## src/common/ecc_stat_defines.svh

```systemverilog
// Purpose: offsets, field positions, reset values and timing counts
// Assumes: 32-bit apb data, one register per aligned word
// Notes:   definitions only
`ifndef ECC_STAT_DEFINES_SVH
`define ECC_STAT_DEFINES_SVH

// error count registers
`define ADDR_RETRY_ECC_COUNT  12'h0038
`define ADDR_RESP_ECC_COUNT   12'h003C
// interrupt status (write one to clear) and mask registers
`define ADDR_IRQ_STATUS       12'h0040
`define ADDR_IRQ_MASK         12'h0044

`define UNCORR_MSB            23
`define UNCORR_LSB            16
`define CORR_MSB              7
`define CORR_LSB              0
`define COUNT_RESET           8'h00
`define COUNT_SAT             8'hFF
`define IRQ_RESET             4'h0

// interrupt status bit positions
`define IRQ_RETRY_CORR        0
`define IRQ_RETRY_UNCORR      1
`define IRQ_RESP_CORR         2
`define IRQ_RESP_UNCORR       3

// apb answers in the access cycle with no wait state
`define APB_WAIT_CYCLES       0

`endif

```

## src/common/ecc_stat_pkg.sv

```systemverilog
// Purpose: shared types for the ecc error statistics block
// Assumes: nothing beyond the defines header
// Notes:   no constants here, only types
package ecc_stat_pkg;

  // one error report from a memory's ecc decoder
  typedef struct packed {
    logic corr;   // single-bit error found and corrected
    logic uncorr; // multi-bit error found, not correctable
  } ecc_event_t;

  // apb request fields
  typedef struct packed {
    logic        sel;
    logic        enable;
    logic        write;
    logic [11:0] addr;
    logic [31:0] wdata;
  } apb_req_t;

  // bus side state of the slave
  typedef enum logic [1:0] {
    BUS_IDLE   = 2'b01,
    BUS_ACCESS = 2'b10
  } bus_state_t;

endpackage

```

## src/ecc_error_stat_counters.sv

```systemverilog
// Purpose: clear-on-read ecc error statistics counters with an apb slave
// Assumes: error strobes are one-cycle pulses synchronous to pclk
// Notes:   counters stay zero while ecc_enable is low
//
// Implementation choice: the APB register port.
`timescale 1ns/1ns
`include "ecc_stat_defines.svh"

module ecc_error_stat_counters (
  input  wire logic                    pclk,        // 50 MHz clock
  input  wire logic                    presetn,     // async reset, low
  input  wire logic                    psel,        // apb select
  input  wire logic                    penable,     // apb access phase
  input  wire logic                    pwrite,      // apb direction
  input  wire logic [11:0]             paddr,       // apb byte address
  input  wire logic [31:0]             pwdata,      // apb write data
  output logic      [31:0]             prdata,      // apb read data
  output logic                         pready,      // apb ready
  output logic                         pslverr,     // apb error
  input  wire logic                    ecc_enable,  // run-time ecc enable input
  input  wire ecc_stat_pkg::ecc_event_t retry_err,  // retry buffer events
  input  wire ecc_stat_pkg::ecc_event_t resp_err,   // response queue events
  output logic                         irq          // level interrupt
);

  ecc_stat_pkg::apb_req_t   req;
  ecc_stat_pkg::bus_state_t bus_state;
  logic [7:0] retry_corr;
  logic [7:0] retry_uncorr;
  logic [7:0] resp_corr;
  logic [7:0] resp_uncorr;
  logic [3:0] irq_status;
  logic [3:0] irq_mask;
  logic       access;
  logic       rd_retry;
  logic       rd_resp;
  logic       wr_status;
  logic       wr_mask;
  logic       mapped;
  logic [31:0] next_prdata;

  // next counter value: clear on read, count an event, saturate
  function automatic logic [7:0] count_next(input logic [7:0] cur,
                                             input logic       ev,
                                             input logic       clr,
                                             input logic       en);
    logic [7:0] res;
    res = cur;
    if (!en) begin
      res = `COUNT_RESET;
    end else if (clr) begin
      // the event is kept: the read saw the old value, one remains
      res = ev ? 8'h01 : `COUNT_RESET;
    end else if (ev && cur != `COUNT_SAT) begin
      res = cur + 8'h01;
    end
    return res;
  endfunction

  // pack both fields of a count register, reserved bits zero
  function automatic logic [31:0] pack_count(input logic [7:0] unc,
                                              input logic [7:0] cor);
    logic [31:0] word;
    word = 32'h0000_0000;
    word[`UNCORR_MSB:`UNCORR_LSB] = unc;
    word[`CORR_MSB:`CORR_LSB]     = cor;
    return word;
  endfunction

  assign req.sel    = psel;
  assign req.enable = penable;
  assign req.write  = pwrite;
  assign req.addr   = paddr;
  assign req.wdata  = pwdata;

  // decode; a transfer completes in its first access cycle
  // count reads clear at the setup edge, the same edge that captures
  // prdata, so an event landing between capture and clear is not lost
  assign access    = req.sel && req.enable;
  assign rd_retry  = req.sel && !req.enable && !req.write
                     && req.addr == `ADDR_RETRY_ECC_COUNT;
  assign rd_resp   = req.sel && !req.enable && !req.write
                     && req.addr == `ADDR_RESP_ECC_COUNT;
  assign wr_status = access && req.write && req.addr == `ADDR_IRQ_STATUS;
  assign wr_mask   = access && req.write && req.addr == `ADDR_IRQ_MASK;
  assign mapped    = req.addr == `ADDR_RETRY_ECC_COUNT
                     || req.addr == `ADDR_RESP_ECC_COUNT
                     || req.addr == `ADDR_IRQ_STATUS
                     || req.addr == `ADDR_IRQ_MASK;
  assign pready    = 1'b1;
  assign pslverr   = access && !mapped;

  // bus phase tracking, kept for visibility of setup versus access
  always_ff @(posedge pclk or negedge presetn) begin
    if (!presetn) begin
      bus_state <= ecc_stat_pkg::BUS_IDLE;
    end else begin
      unique case (bus_state)
        ecc_stat_pkg::BUS_IDLE: begin
          if (req.sel && !req.enable) begin
            bus_state <= ecc_stat_pkg::BUS_ACCESS;
          end
        end
        ecc_stat_pkg::BUS_ACCESS: begin
          if (!(req.sel && !req.enable)) begin
            bus_state <= ecc_stat_pkg::BUS_IDLE;
          end
        end
      endcase
    end
  end

  // retry buffer counters
  always_ff @(posedge pclk or negedge presetn) begin
    if (!presetn) begin
      retry_uncorr <= `COUNT_RESET;
      retry_corr   <= `COUNT_RESET;
    end else begin
      retry_uncorr <= count_next(retry_uncorr, retry_err.uncorr,
                                 rd_retry, ecc_enable);
      retry_corr   <= count_next(retry_corr, retry_err.corr,
                                 rd_retry, ecc_enable);
    end
  end

  // response queue counters
  always_ff @(posedge pclk or negedge presetn) begin
    if (!presetn) begin
      resp_uncorr <= `COUNT_RESET;
      resp_corr   <= `COUNT_RESET;
    end else begin
      resp_uncorr <= count_next(resp_uncorr, resp_err.uncorr,
                                rd_resp, ecc_enable);
      resp_corr   <= count_next(resp_corr, resp_err.corr,
                                rd_resp, ecc_enable);
    end
  end

  // sticky event flags; a new event wins over a write-one clear
  always_ff @(posedge pclk or negedge presetn) begin
    if (!presetn) begin
      irq_status <= `IRQ_RESET;
    end else begin
      irq_status <= (irq_status & ~(wr_status ? req.wdata[3:0] : 4'h0))
                    | ({4{ecc_enable}}
                       & {resp_err.uncorr, resp_err.corr,
                          retry_err.uncorr, retry_err.corr});
    end
  end

  // interrupt mask, one bit per status bit
  always_ff @(posedge pclk or negedge presetn) begin
    if (!presetn) begin
      irq_mask <= `IRQ_RESET;
    end else if (wr_mask) begin
      irq_mask <= req.wdata[3:0];
    end
  end

  assign irq = |(irq_status & irq_mask);

  // read data mux; registered so prdata comes from a flip-flop
  always_comb begin
    next_prdata = 32'h0000_0000;
    if (req.sel && !req.enable && !req.write) begin
      unique case (req.addr)
        `ADDR_RETRY_ECC_COUNT:
          next_prdata = pack_count(retry_uncorr, retry_corr);
        `ADDR_RESP_ECC_COUNT:
          next_prdata = pack_count(resp_uncorr, resp_corr);
        `ADDR_IRQ_STATUS: next_prdata = {28'h000_0000, irq_status};
        `ADDR_IRQ_MASK:   next_prdata = {28'h000_0000, irq_mask};
        default:          next_prdata = 32'h0000_0000;
      endcase
    end
  end

  // capture in setup, together with the clear; an event at that edge
  // is kept in the counter as one and reported by the next read
  always_ff @(posedge pclk or negedge presetn) begin
    if (!presetn) begin
      prdata <= 32'h0000_0000;
    end else if (req.sel && !req.enable) begin
      prdata <= next_prdata;
    end
  end

endmodule // ecc_error_stat_counters
```

## config.mk

```make
export PLATFORM = sky130hd
export DESIGN_NAME = ecc_error_stat_counters
export DESIGN_NICKNAME = d
export VERILOG_FILES = /design/src/common/ecc_stat_pkg.sv /design/src/ecc_error_stat_counters.sv
export VERILOG_INCLUDE_DIRS = /design/src /design/src/common
export SDC_FILE = /design/constraint.sdc
export NUM_CORES = 1
export LEC_CHECK = 0
export BUFFER_PORTS_ARGS = -buffer_cell sky130_fd_sc_hd__buf_2
export CAP_MARGIN = 40
export CORE_UTILIZATION = 53
export CTS_CLUSTER_SIZE = 24
export DETAILED_ROUTE_END_ITERATION = 8
export PLACE_DENSITY = 0.81
export SLEW_MARGIN = 10
export SYNTH_ARGS = -nofsm -noshare
export SYNTH_HDL_FRONTEND = slang
export SYNTH_SLANG_ARGS = --single-unit
```

## constraint.sdc

```tcl
create_clock -name pclk -period 1.7 [get_ports pclk]
set_input_delay 0.085 -clock pclk [delete_from_list [all_inputs] [get_ports pclk]]
set_output_delay 0.085 -clock pclk [all_outputs]
set_load 0.02 [all_outputs]
```

# After elaboration in Yosys (flattened, before gate mapping)
# Index checks and enable logic that the tools add are counted.
[word_totals]
inputBits = 54
out_inout_bits = 35
reg_bits = 72
word_cells = 67
[op_classes]
bitwise = 5
eq_ne = 12
add_sub_neg = 4
n_reduce_logical = 20
muxes = 19
[ops]
columns = ["op", "n"]
rows = [
  ["8-bit two-way mux", 12],
  ["24-bit one-hot mux with 4 select lines", 1],
  ["8-bit by 1-bit adder with 8-bit output (second input constant)", 4],
  ["8-bit != test (second input constant)", 4],
  ["12-bit by 6-bit equality test with 1-bit output (second input constant)", 2],
  ["12-bit by 7-bit equality test with 1-bit output (second input constant)", 2],
  ["24-bit two-way mux", 1],
  ["1-bit logical AND", 13],
  ["4-bit bitwise AND", 3],
  ["3-bit by 1-bit != test with 1-bit output (second input constant)", 4],
  ["1-bit two-way mux", 4],
  ["4-bit two-way mux", 1],
  ["4-bit inverter", 1],
  ["4-bit bitwise OR", 1],
  ["4-bit OR reduction", 1],
  ["1-bit zero test", 3],
  ["1-bit logical OR", 3],
]

# Depth between registers and ports, before layout
# Gate-level depths: netlist of the first run.
[logic_depth]
word_depth = 7
ltp_mapped = 6
ltp_nobuf = 5

# Worst setup path before layout of the first run
# No wires, ideal clock.
[synth_path]
path_kind = "input-to-reg"
start = "in paddr[7]"
end = "reg retry_corr[7]"
path_buffers = 2
t_required_ps = 1564
setup_ps = 136
path_slack_ps = -19
t_arrival_ps = 1583
stages = 6
cell_sequence = "or4_4 > buf_6 > or4_4 > nand2_4 > buf_6 > a211oi_1"
[synth_between]
elab_chain_cells = 4
word_cells_on_any_way = 5
cone_classes = "eq/ne (2); mux (2); reduce/logical (1)"
[synth_lines]
columns = ["item", "line_no", "source"]
rows = [
  ["start, declared", "ecc_error_stat_counters.sv:15", "input wire logic [11:0] paddr,"],
  ["12-bit by 6-bit equality test with 1-bit output *", "n/a", ""],
  ["1-bit logical AND (no source line) *", "n/a", ""],
  ["8-bit two-way mux", "ecc_error_stat_counters.sv:51", "end else if (clr) begin"],
  ["8-bit two-way mux", "ecc_error_stat_counters.sv:49", "if (!en) begin"],
  ["end signal, assigned", "ecc_error_stat_counters.sv:117", "retry_corr <= `COUNT_RESET;"],
  ["end signal, assigned", "ecc_error_stat_counters.sv:121", "retry_corr <= count_next(retry_corr, retry_err.corr,"],
  ["end, declared", "ecc_error_stat_counters.sv:28", "logic [7:0] retry_corr;"],
]
# Mark *: on every way between the ends. The rest lies on a longest branch, timed or not.
# A chain may end at the register's enable or synchronous reset.

# Worst setup path after layout of the first run
[layout_path]
start = "reg retry_corr[0]"
end = "reg retry_corr[1]"
[layout_between]
elab_chain_cells = 4
word_cells_on_any_way = 7
cone_classes = "add/sub (1); eq/ne (2); mux (3); reduce/logical (1)"
[layout_lines]
columns = ["item", "line_no", "source"]
rows = [
  ["8-bit by 1-bit adder with 8-bit output", "ecc_error_stat_counters.sv:55", "res = cur + 8'h01;"],
  ["8-bit two-way mux", "ecc_error_stat_counters.sv:54", "end else if (ev && cur != `COUNT_SAT) begin"],
  ["8-bit two-way mux", "ecc_error_stat_counters.sv:51", ""],
  ["8-bit two-way mux", "ecc_error_stat_counters.sv:49", ""],
]
# Parallel ways exist; a longest one is shown, timed or not. The select of a mux whose other input is x is not followed.

==> metrics.md, run 1 <==
| Metric | Value |
|---|---|
| Final Hold Fails | `0` |
| WL met1 | `between 3000 and 4000 microns` |
| CTS clk-pin slew, worst paths | `~0.1 ns` |
| Max-slew violations | `0` |
| Final wirelength | `~7000 microns` |
| Max-cap violations | `0` |
| Biggest area consumer among synthesized cells | `dfrtp_1` |
| Post-DR vias/cell | `5.860` |
| H-tree Lvls | `2` |
| Area Overhead vs Synth | `13.96%` |
| Synth area leaders | `dfrtp_1 44%, buf_4 4.5%, nand2_1 4.1%` |
| Crit path from | `retry_corr[0]$_DFFE_PN0P_` |
| CP Data Arrival Time | `approximately 1.8 ns` |
| DR WL/cell | `15.08 microns` |
| Fin Clk Skew | `roughly 0.0073 ns` |
| Period utilization | `93.28%` |
| Antenna violations before repair | `0` |
| Sw Share | `about a quarter` |
| Layout cells sized above 1 | `21.63%` |
| Leak | `roughly 1.6 nW` |
| Die Wd | `between 70 and 80 microns` |
| R2r startpoint | `retry_corr[0]$_DFFE_PN0P_` |
| Post-route ant nets | `0` |
| Synth Instances | `between 300 and 400` |
| Critical path startpoint category | `flop` |
| Fmax | `about 0.63 GHz` |
| Worst R2R Setup Slack | `around 0.11 ns` |
| Worst min path class | `in -> reg` |
| CTS Sinks | `56` |
| I/O pin count | `a little under 90` |
| Post-synth cell types | `53` |
| Vias in the first global route | `about 2500` |
| Worst r2r path cells | `5` |
| Pwr/cell area | `around 650 mW/mm^2` |
| CP peak stage delay | `0.45 ns` |
| Top layer in use | `met4` |
| Antenna diode count | `0` |
| Comb pwr share | `between 10 and 15%` |
| Area fraction of the dominant cell type after synthesis | `roughly 44%` |
| GRT Residual Overflow | `0` |
| Critical Path Sink | `retry_corr[1]$_DFFE_PN0P_` |
| Post-synth EDFFs | `0` |
| CTS tree | `yes` |
| Post-route minimum period | `1.586 ns` |
| Yosys warns | `0` |
| Outcome | `complete, no violations` |
| Syn Std Cell Area | `0.003201 sq mm` |
| I/O Buffers | `43` |
| Synth Flop Type | `dfrtp_1` |
| Worst path slowest cell | `dfrtp_1` |
| DR WL met2 | `between 3000 and 4000 microns` |
| CP max FO | `6` |
| CP top delay family | `flip-flops` |
| Power Internal | `roughly 0.0018 W` |
| Seq pwr share | `between 50 and 60%` |
| Critical path buffers and inverters | `0` |
| Count of final setup violators | `0` |
| Wire length on met3 | `332 microns` |
| Initial Util | `between 50 and 60%` |
| Ys async rst share | `between 90% and 100%` |
| Fraction of synthesized cell area in xor and xnor cells | `under 10%` |
| Simple-gate portion of the synthesized area | `approximately 23%` |
| CP required | `roughly 1.9 ns` |
| RSZ-0062 raised after global routing | `no` |
| Hold Slack | `0.02711 ns` |
| Core area | `0.005675 sq mm` |
| Post-Synth Adder-Cell Area | `around 1.6%` |
| Std cell rows | `27` |
| Clk Latency, worst-skew pair | `0.30 ns` |
| Total track usage | `23.88%` |
| Root Buffer | `clkbuf_8` |
| Routed via count | `2725` |
| Final net count | `between 400 and 500` |
| Reg-to-reg endpoint | `retry_corr[1]$_DFFE_PN0P_` |
| Setup TNS Final | `0 ns` |
| VDD IR max | `about 0.00047 V` |
| DR iter-0 viols | `124` |
| CP Cell Sequence | `ha_1 -> nand4_1 -> o21ai_0 -> mux2i_1 -> nor2_1` |
| WP depth | `5` |
| Drt drc | `0` |
| Post-synthesis mux area share | `under 10%` |
| Dpl hpwl | `5111 microns` |
| Clock Power Share | `about a third` |
| Clock buffer count from CTS | `5` |
| Critical Path Sink Type | `flop` |
| Routability cong. | `around 0.8` |
| Crit path kind | `reg -> reg` |
| Main combinational cell family by area after synthesis | `simple AND/OR/NAND/NOR gates` |
| Full die area | `between 0.006 and 0.007 sq mm` |
| Share of the synthesized area in compound gates (AO/OA/AOI/OAI) | `approximately 17%` |
| Synthesized area per cell | `between 9 and 10 sq um` |
| Seq/Total Area, Yosys | `a little over two fifths` |
| Clock Tree Buf Depth | `2` |
| First-pass GRT wire length | `11710 microns` |
| Die Span Y | `79.71 microns` |
| Largest net degree at the start of global routing | `57` |
| Yosys reg bits | `56` |
| Psw | `about 0.00061 W` |
| First-pass DRT Iterations | `5` |
-- cells in the final DEF (no fill, tap or decap), drive strengths merged, types with 2 or more instances in the layout --
master,Yosys,final
a211oi,13,13
a21boi,3,3
a21oi,12,12
a22o,4,4
a22oi,14,14
a31oi,2,2
and2,2,2
and4,5,5
buf,23,61
clkbuf,12,7
conb,2,17
dfrtp,56,56
ha,4,4
inv,4,4
mux2,4,4
mux2i,8,8
nand2,36,36
nand2b,2,2
nand3,18,18
nand4,8,8
nand4b,2,2
nor2,33,33
nor3,9,9
nor3b,6,6
nor4,6,6
o211ai,3,3
o21ai,22,22
o21bai,2,2
or3,3,3
or4,2,2
or4b,2,2
xnor2,6,6
xor2,4,4
-- layer usage --
layer / vias up / global-route usage (%)
met4: 0 / 9.455
li1: 1321 / -
met2: 83 / 41.11
met1: 1310 / 29.74
met5: - / 0
met3: 11 / 3.771
-- worst register-to-register path, stage by stage, from the launching register on --
cell and delay [ns]:
dfrtp_1 0.45, ha_1 0.27, nand4_1 0.18, o21ai_0 0.25, mux2i_1 0.25, nor2_1 0.07
-- cell families after synthesis --
group                      Yosys count
muxes                               12
DFF                                 56
buffers and inverters               39
AOI/OAI and AO/OA                   82
other                                2
adders and majority gates            4
xor gates and xnor gates            10
and+or+nand+nor                    138
-- synth_stat cells, drive strengths merged, types with 8 or more instances --
master / n
dfrtp: 56
nand2: 36
nor2: 33
buf: 23
o21ai: 22
nand3: 18
a22oi: 14
a211oi: 13
a21oi: 12
clkbuf: 12
nor3: 9
mux2i: 8
nand4: 8
-- cell type report --
class                   count  area (sq um)
inverters                   4         15.01
fillers                   483          2028
multi-input cells         263          1649
flip-flops and latches     56          1401
clock inverters             1         7.507
clock buffers               7         86.33
repair buffers             62         397.9
well taps                  72         90.09
-- how the worst min path moves through the flow --
| stage | startpoint | end | slack [ns] | cells past startpoint |
|---|---|---|---|---|
| finish | pwdata[0] | irq_mask[0]$_DFFE_PN0P_ | 0.03 | 2 |
| global route | pwdata[0] | irq_mask[0]$_DFFE_PN0P_ | 0.01 | 2 |
| CTS | pwdata[0] | irq_mask[0]$_DFFE_PN0P_ | 0.02 | 2 |
| detailed placement | presetn | prdata[16]$_DFFE_PN0N_ | 0.11 | 2 |
| global placement | presetn | resp_uncorr[3]$_DFFE_PN0P_ | 0.11 | 2 |
| floorplan | presetn | irq_mask[0]$_DFFE_PN0P_ | -0.21 | 0 |
-- flip-flops by register name, summed over array words and instances (netlist names) --
register / flops
prdata: 16
resp_corr: 8
resp_uncorr: 8
retry_corr: 8
retry_uncorr: 8
irq_mask: 4
irq_status: 4
-- power by group through the flow --
stage          Combinational, W  Clock, W  Sequential (W)
6_report               0.000244  0.000761         0.00137
2_1_floorplan          0.000168         0         0.00139
3_5_place_dp           0.000244         0         0.00139
4_1_cts                0.000247  0.000778         0.00137
3_3_place_gp           0.000237         0         0.00139
5_1_grt                0.000272  0.000830         0.00137
-- metrics by stage --
step	cells	instance area, sq um	util, %	setup WS (ns)	power, W
2_1_floorplan	358	3281	-	0.02659	0.001556
3_3_place_gp	456	3540	62.37	-0.02083	0.001629
3_5_place_dp	456	3540	62.37	-0.02920	0.001638
4_1_cts	465	3643	64.20	0.09968	0.002393
5_1_grt	465	3647	64.26	0.007900	0.002473
6_report	465	3647	64.26	0.1142	0.002374
-- what timing repair did --
item,4_1_cts,5_1_grt
hold buffers,1,0
setup buffers,0,0
setup endpoints to repair,0,5
hold endpoints to repair,56,0
gates resized for setup,0,2
(Power assumes the default switching activity.)
==> run 2, diff against run 1 <==
- PLACE_DENSITY: 0.81 -> 0.8
==> metrics.md, run 2 (synthesized netlist as in run 1, its figures left out) <==
| Metric | Value |
|---|---|
| Routability cong. | `between 0.8 and 0.9` |
| Leak | `~1.6 nW` |
| I/O pin count | `a little under 90` |
| Fmax | `approximately 0.63 GHz` |
| CP max FO | `5` |
| DR iter-0 viols | `approximately 160` |
| Max-cap violations | `0` |
| Final-layout fill cell count | `~460` |
| Hold Slack | `~0.013 ns` |
| First-pass GRT wire length | `about 11000 microns` |
| Outcome | `complete, no violations` |
| GRT Residual Overflow | `0` |
| CP Data Arrival Time | `~1.8 ns` |
| Final wirelength | `between 7000 and 8000 microns` |
| Final Core Density | `~64%` |
| Antenna violations before repair | `0` |
| VDD IR max | `~0.00037 V` |
| Crit path kind | `reg -> reg` |
| Antenna diode count | `0` |
| H-tree Lvls | `2` |
| Area Overhead vs Synth | `13.84%` |
| CTS tree | `yes` |
| Hold_sp | `pwdata[2]` |
| Post-route minimum period | `1.580 ns` |
| Routed via count | `around 2700` |
| Vias in the first global route | `2527` |
| Largest net degree at the start of global routing | `between 50 and 60` |
| Clock buffer count from CTS | `5` |
| Setup TNS Final | `0 ns` |
| Dpl hpwl | `between 5000 and 6000 microns` |
| Final Hold Fails | `0` |
| First-pass DRT Iterations | `5` |
| Die Wd | `79.71 microns` |
| Root Buffer | `clkbuf_8` |
| Max FFs per register | `16` |
| Clock Tree Buf Depth | `2` |
| RSZ-0062 raised after global routing | `no` |
| Critical Path Sink Type | `flop` |
| Leading cell type in the layout, fill and taps excluded | `dfrtp_1` |
| Final net count | `450` |
| Fin Clk Skew | `just over 0.009 ns` |
| Core area | `~0.0057 sq mm` |
| Clk Latency, worst-skew pair | `between 0.3 and 0.4 ns` |
| CP required | `~1.9 ns` |
| Pwr/cell area | `between 600 and 700 mW/mm^2` |
| Commonest non-fill, non-tap cells in the layout | `56 x dfrtp_1, 43 x buf_2, 35 x nand2_1` |
| Full die area | `between 0.006 and 0.007 sq mm` |
| Post-route ant nets | `0` |
| Count of final setup violators | `0` |
| Post-DR vias/cell | `around 5.9` |
| Die Span Y | `~80 microns` |
| Layout cells sized above 1 | `around 22%` |
| Crit path from | `resp_corr[0]$_DFFE_PN0P_` |
| Total track usage | `between 20% and 30%` |
| Max-slew violations | `0` |
| Worst min path class | `in -> reg` |
| CTS clk-pin slew, worst paths | `about 0.11 ns` |
| I/O Buffers | `43` |
| DR WL/cell | `between 15 and 20 microns` |
| Std cell rows | `27` |
| Period utilization | `between 90 and 100%` |
| Critical path startpoint category | `flop` |
| R2r startpoint | `resp_corr[0]$_DFFE_PN0P_` |
| Largest Register | `prdata` |
| Pwr Total | `around 0.0024 W` |
| CTS Sinks | `56` |
| Initial Util | `56.39%` |
| Drt drc | `0` |
[run 2: layout make-up]
type                            count  area (sq um)  area share (%)
Multi-Input combinational cell    263          1649           45.26
Timing Repair Buffer               62         397.9           10.92
Tap cell                           72         90.09           2.473
Sequential cell                    56          1401           38.46
Clock inverter                      3         21.27          0.5838
Clock buffer                        5         68.82           1.889
Inverter                            4         15.01          0.4121
[run 2: path summary, 6_finish.rpt]
| path | slack, ns | to | cells past startpoint |
|---|---|---|---|
| setup / recovery | 0.12 | resp_corr[1]$_DFFE_PN0P_ | 5 |
| hold / removal | 0.01 | irq_mask[2]$_DFFE_PN0P_ | 2 |
| setup reg to reg | 0.12 | resp_corr[1]$_DFFE_PN0P_ | 5 |
| hold reg to reg | 0.49 | prdata[22]$_DFFE_PN0N_ | 2 |
| max in group asynchronous | 1.17 | resp_corr[2]$_DFFE_PN0P_ | 3 |
| min in group asynchronous | 0.27 | resp_uncorr[4]$_DFFE_PN0P_ | 3 |
[run 2: repair_timing]
| action | in CTS | in global routing |
|---|---|---|
| buffers inserted | 0 | 0 |
| endpoints found under the setup margin | 0 | 2 |
| endpoints found under the hold margin | 56 | 0 |
| gates resized for setup | 0 | 2 |
| hold buffers | 1 | 0 |
[run 2: power breakdown]
part / internal [W] / switching (W)
clock network: 0.000294 / 0.000462
registers: 0.00135 / 0.0000216
logic: 0.0000878 / 0.000157
total: 0.00173 / 0.000640
[run 2: worst max-delay path: stages, from the launching register on]
cell and delay (ns):
dfrtp_1 0.47, ha_1 0.27, nand3_1 0.16, o21ai_0 0.27
mux2i_1 0.24, nor2_1 0.06
[run 2: metrics by stage]
stage | setup WS (ns) | instance area (sq um) | std cells
after detailed placement | -0.04722 | 3540 | 456
after global routing | 0.002314 | 3643 | 465
after global placement | -0.02526 | 3540 | 456
final | 0.1199 | 3643 | 465
after CTS | 0.1114 | 3640 | 465
after floorplan | 0.02659 | 3281 | 358
[run 2: metal layers]
metal	GRT usage, %	vias up	share of wire, %
met3	4.114	13	5.9
met2	38.12	110	48
li1	-	1312	-
met5	0	-	0
met1	30.57	1309	44
met4	11.09	0	2.3
==> run 3, diff against run 2 <==
- HOLD_SLACK_MARGIN: unset -> 0.12
==> metrics.md, run 3 (synthesized netlist as in run 1, its figures left out) <==
| Metric | Value |
|---|---|
| Outcome | `complete, no violations` |
| Worst min path class | `in -> reg` |
| Fin Clk Skew | `around 0.0081 ns` |
| CTS Sinks | `56` |
| Commonest non-fill, non-tap cells in the layout | `56 x dfrtp_1, 43 x buf_2, 35 x nand2_1` |
| Routability cong. | `around 0.84` |
| Post-route ant nets | `0` |
| Cell Count, Final, Fillers Out | `between 400 and 500` |
| Fmax | `about 0.63 GHz` |
| Post-route minimum period | `about 1.6 ns` |
| Worst r2r path cells | `5` |
| Cell area after layout | `0.003714 sq mm` |
| CTS clk-pin slew, worst paths | `approximately 0.11 ns` |
| Placed Area | `0.003540 sq mm` |
| Die Span Y | `around 80 microns` |
| Hold depth | `2` |
| Reg-to-reg endpoint | `retry_uncorr[1]$_DFFE_PN0P_` |
| First-pass DRT Iterations | `4` |
| Max-slew violations | `0` |
| Vias in the first global route | `around 2500` |
| Core area | `roughly 0.0057 sq mm` |
| R2r startpoint | `retry_uncorr[0]$_DFFE_PN0P_` |
| I/O pin count | `89` |
| Layout cells sized above 1 | `between 20% and 30%` |
| Final-layout fill cell count | `450` |
| Clock Tree Buf Depth | `2` |
| Max-cap violations | `0` |
| Final wirelength | `7130 microns` |
| Max FFs per register | `16` |
| Worst R2R Setup Slack | `about 0.12 ns` |
| Area Overhead vs Synth | `16.03%` |
| Routed via count | `~2800` |
| Leak | `1.631 nW` |
| Root Buffer | `clkbuf_8` |
| Full die area | `0.006354 sq mm` |
| CP required | `~1.9 ns` |
| Pwr/cell area | `between 600 and 700 mW/mm^2` |
| DR WL/cell | `around 15 microns` |
| Final net count | `457` |
| Dpl hpwl | `5071 microns` |
| Initial Util | `a little under three fifths` |
| Antenna diode count | `0` |
| Reg area | `~0.0014 sq mm` |
| Final Hold Fails | `0` |
| Crit path kind | `reg -> reg` |
| Period utilization | `just over 90%` |
| Placed Instances | `456` |
| Final Core Density | `between 60 and 70%` |
| I/O Buffers | `43` |
| Leading cell type in the layout, fill and taps excluded | `dfrtp_1` |
| First-pass GRT wire length | `approximately 12000 microns` |
| WHS Endpoint | `irq_status[1]$_DFF_PN0_` |
| VDD IR max | `between 0.0003 and 0.0004 V` |
| Pwr Total | `0.002384 W` |
| Clock buffer count from CTS | `5` |
| GRT Residual Overflow | `0` |
| Critical Path Sink Type | `flop` |
| CTS tree | `yes` |
| Post-DR vias/cell | `between 5 and 6` |
| Die Wd | `79.71 microns` |
| CP Data Arrival Time | `approximately 1.8 ns` |
| Total track usage | `between 20% and 30%` |
| Area of the multi-input gates | `0.001649 sq mm` |
| Largest net degree at the start of global routing | `57` |
| Hold Slack | `about 0.14 ns` |
| RSZ-0062 raised after global routing | `no` |
| Antenna violations before repair | `0` |
| Std cell rows | `27` |
| Critical path startpoint category | `flop` |
| Hold_sp | `retry_err[0]` |
| CP max FO | `6` |
| Largest Register | `prdata` |
| Count of final setup violators | `0` |
| Drt drc | `0` |
| H-tree Lvls | `2` |
| Clk Latency, worst-skew pair | `between 0.3 and 0.4 ns` |
| DR iter-0 viols | `194` |
## run 3: changes by cell type in the layout (fill, tap and decap cells not counted)
cell | before | now
dlygate4sd3_1 | 1 | 8
## run 3: per-layer routing
metal	routed length (microns)	GRT usage (%)	vias up
li1	-	-	1330
met1	3088	30.72	1347
met2	3496	38.97	102
met3	385	4.114	13
met4	159	11.09	0
met5	0	0	-
## run 3: what timing repair did
item | CTS | global route
hold buffers | 8 | 0
endpoints found under the setup margin | 0 | 2
resized for setup | 0 | 2
hold endpoints to repair | 67 | 0
setup buffers | 0 | 0
## run 3: how the worst max path moves through the flow
stage	from	endpoint	slack [ns]	cells past startpoint
5_1_grt	retry_uncorr[0]$_DFFE_PN0P_	retry_uncorr[1]$_DFFE_PN0P_	0.002	5
6_report	retry_uncorr[0]$_DFFE_PN0P_	retry_uncorr[1]$_DFFE_PN0P_	0.12	5
4_1_cts	resp_uncorr[0]$_DFFE_PN0P_	resp_uncorr[7]$_DFFE_PN0P_	0.11	4
3_3_place_gp	paddr[2]	retry_uncorr[4]$_DFFE_PN0P_	-0.03	5
2_1_floorplan	paddr[7]	resp_uncorr[3]$_DFFE_PN0P_	0.03	6
3_5_place_dp	paddr[2]	retry_uncorr[2]$_DFFE_PN0P_	-0.05	5
## run 3: worst max-delay path: stages (launching register included)
cell     delay, ns
dfrtp_1       0.44
ha_1          0.27
nand3_1       0.15
o21ai_0       0.34
mux2i_1       0.22
nor2_1        0.05
## run 3: per-stage QoR
| step | worst slack (ns) | TNS (ns) |
|---|---|---|
| floorplan | 0.02659 | 0 |
| global placement | -0.02526 | -0.1305 |
| detailed placement | -0.04722 | -0.4691 |
| CTS | 0.1114 | 0 |
| global route | 0.002314 | 0 |
| finish | 0.1163 | 0 |
## run 3: where the power goes
part | switching (W) | internal [W]
clock | 0.000465 | 0.000294
sequential | 0.0000215 | 0.00135
combinational | 0.000159 | 0.0000983
total | 0.000646 | 0.00174
## run 3: layout make-up
cell class | count | area share (%)
multi-input cells | 263 | 44.41
flip-flops and latches | 56 | 37.74
clock buffers | 5 | 1.853
inverters | 4 | 0.4043
repair buffers | 69 | 12.60
clock inverters | 3 | 0.5728
well taps | 72 | 2.426
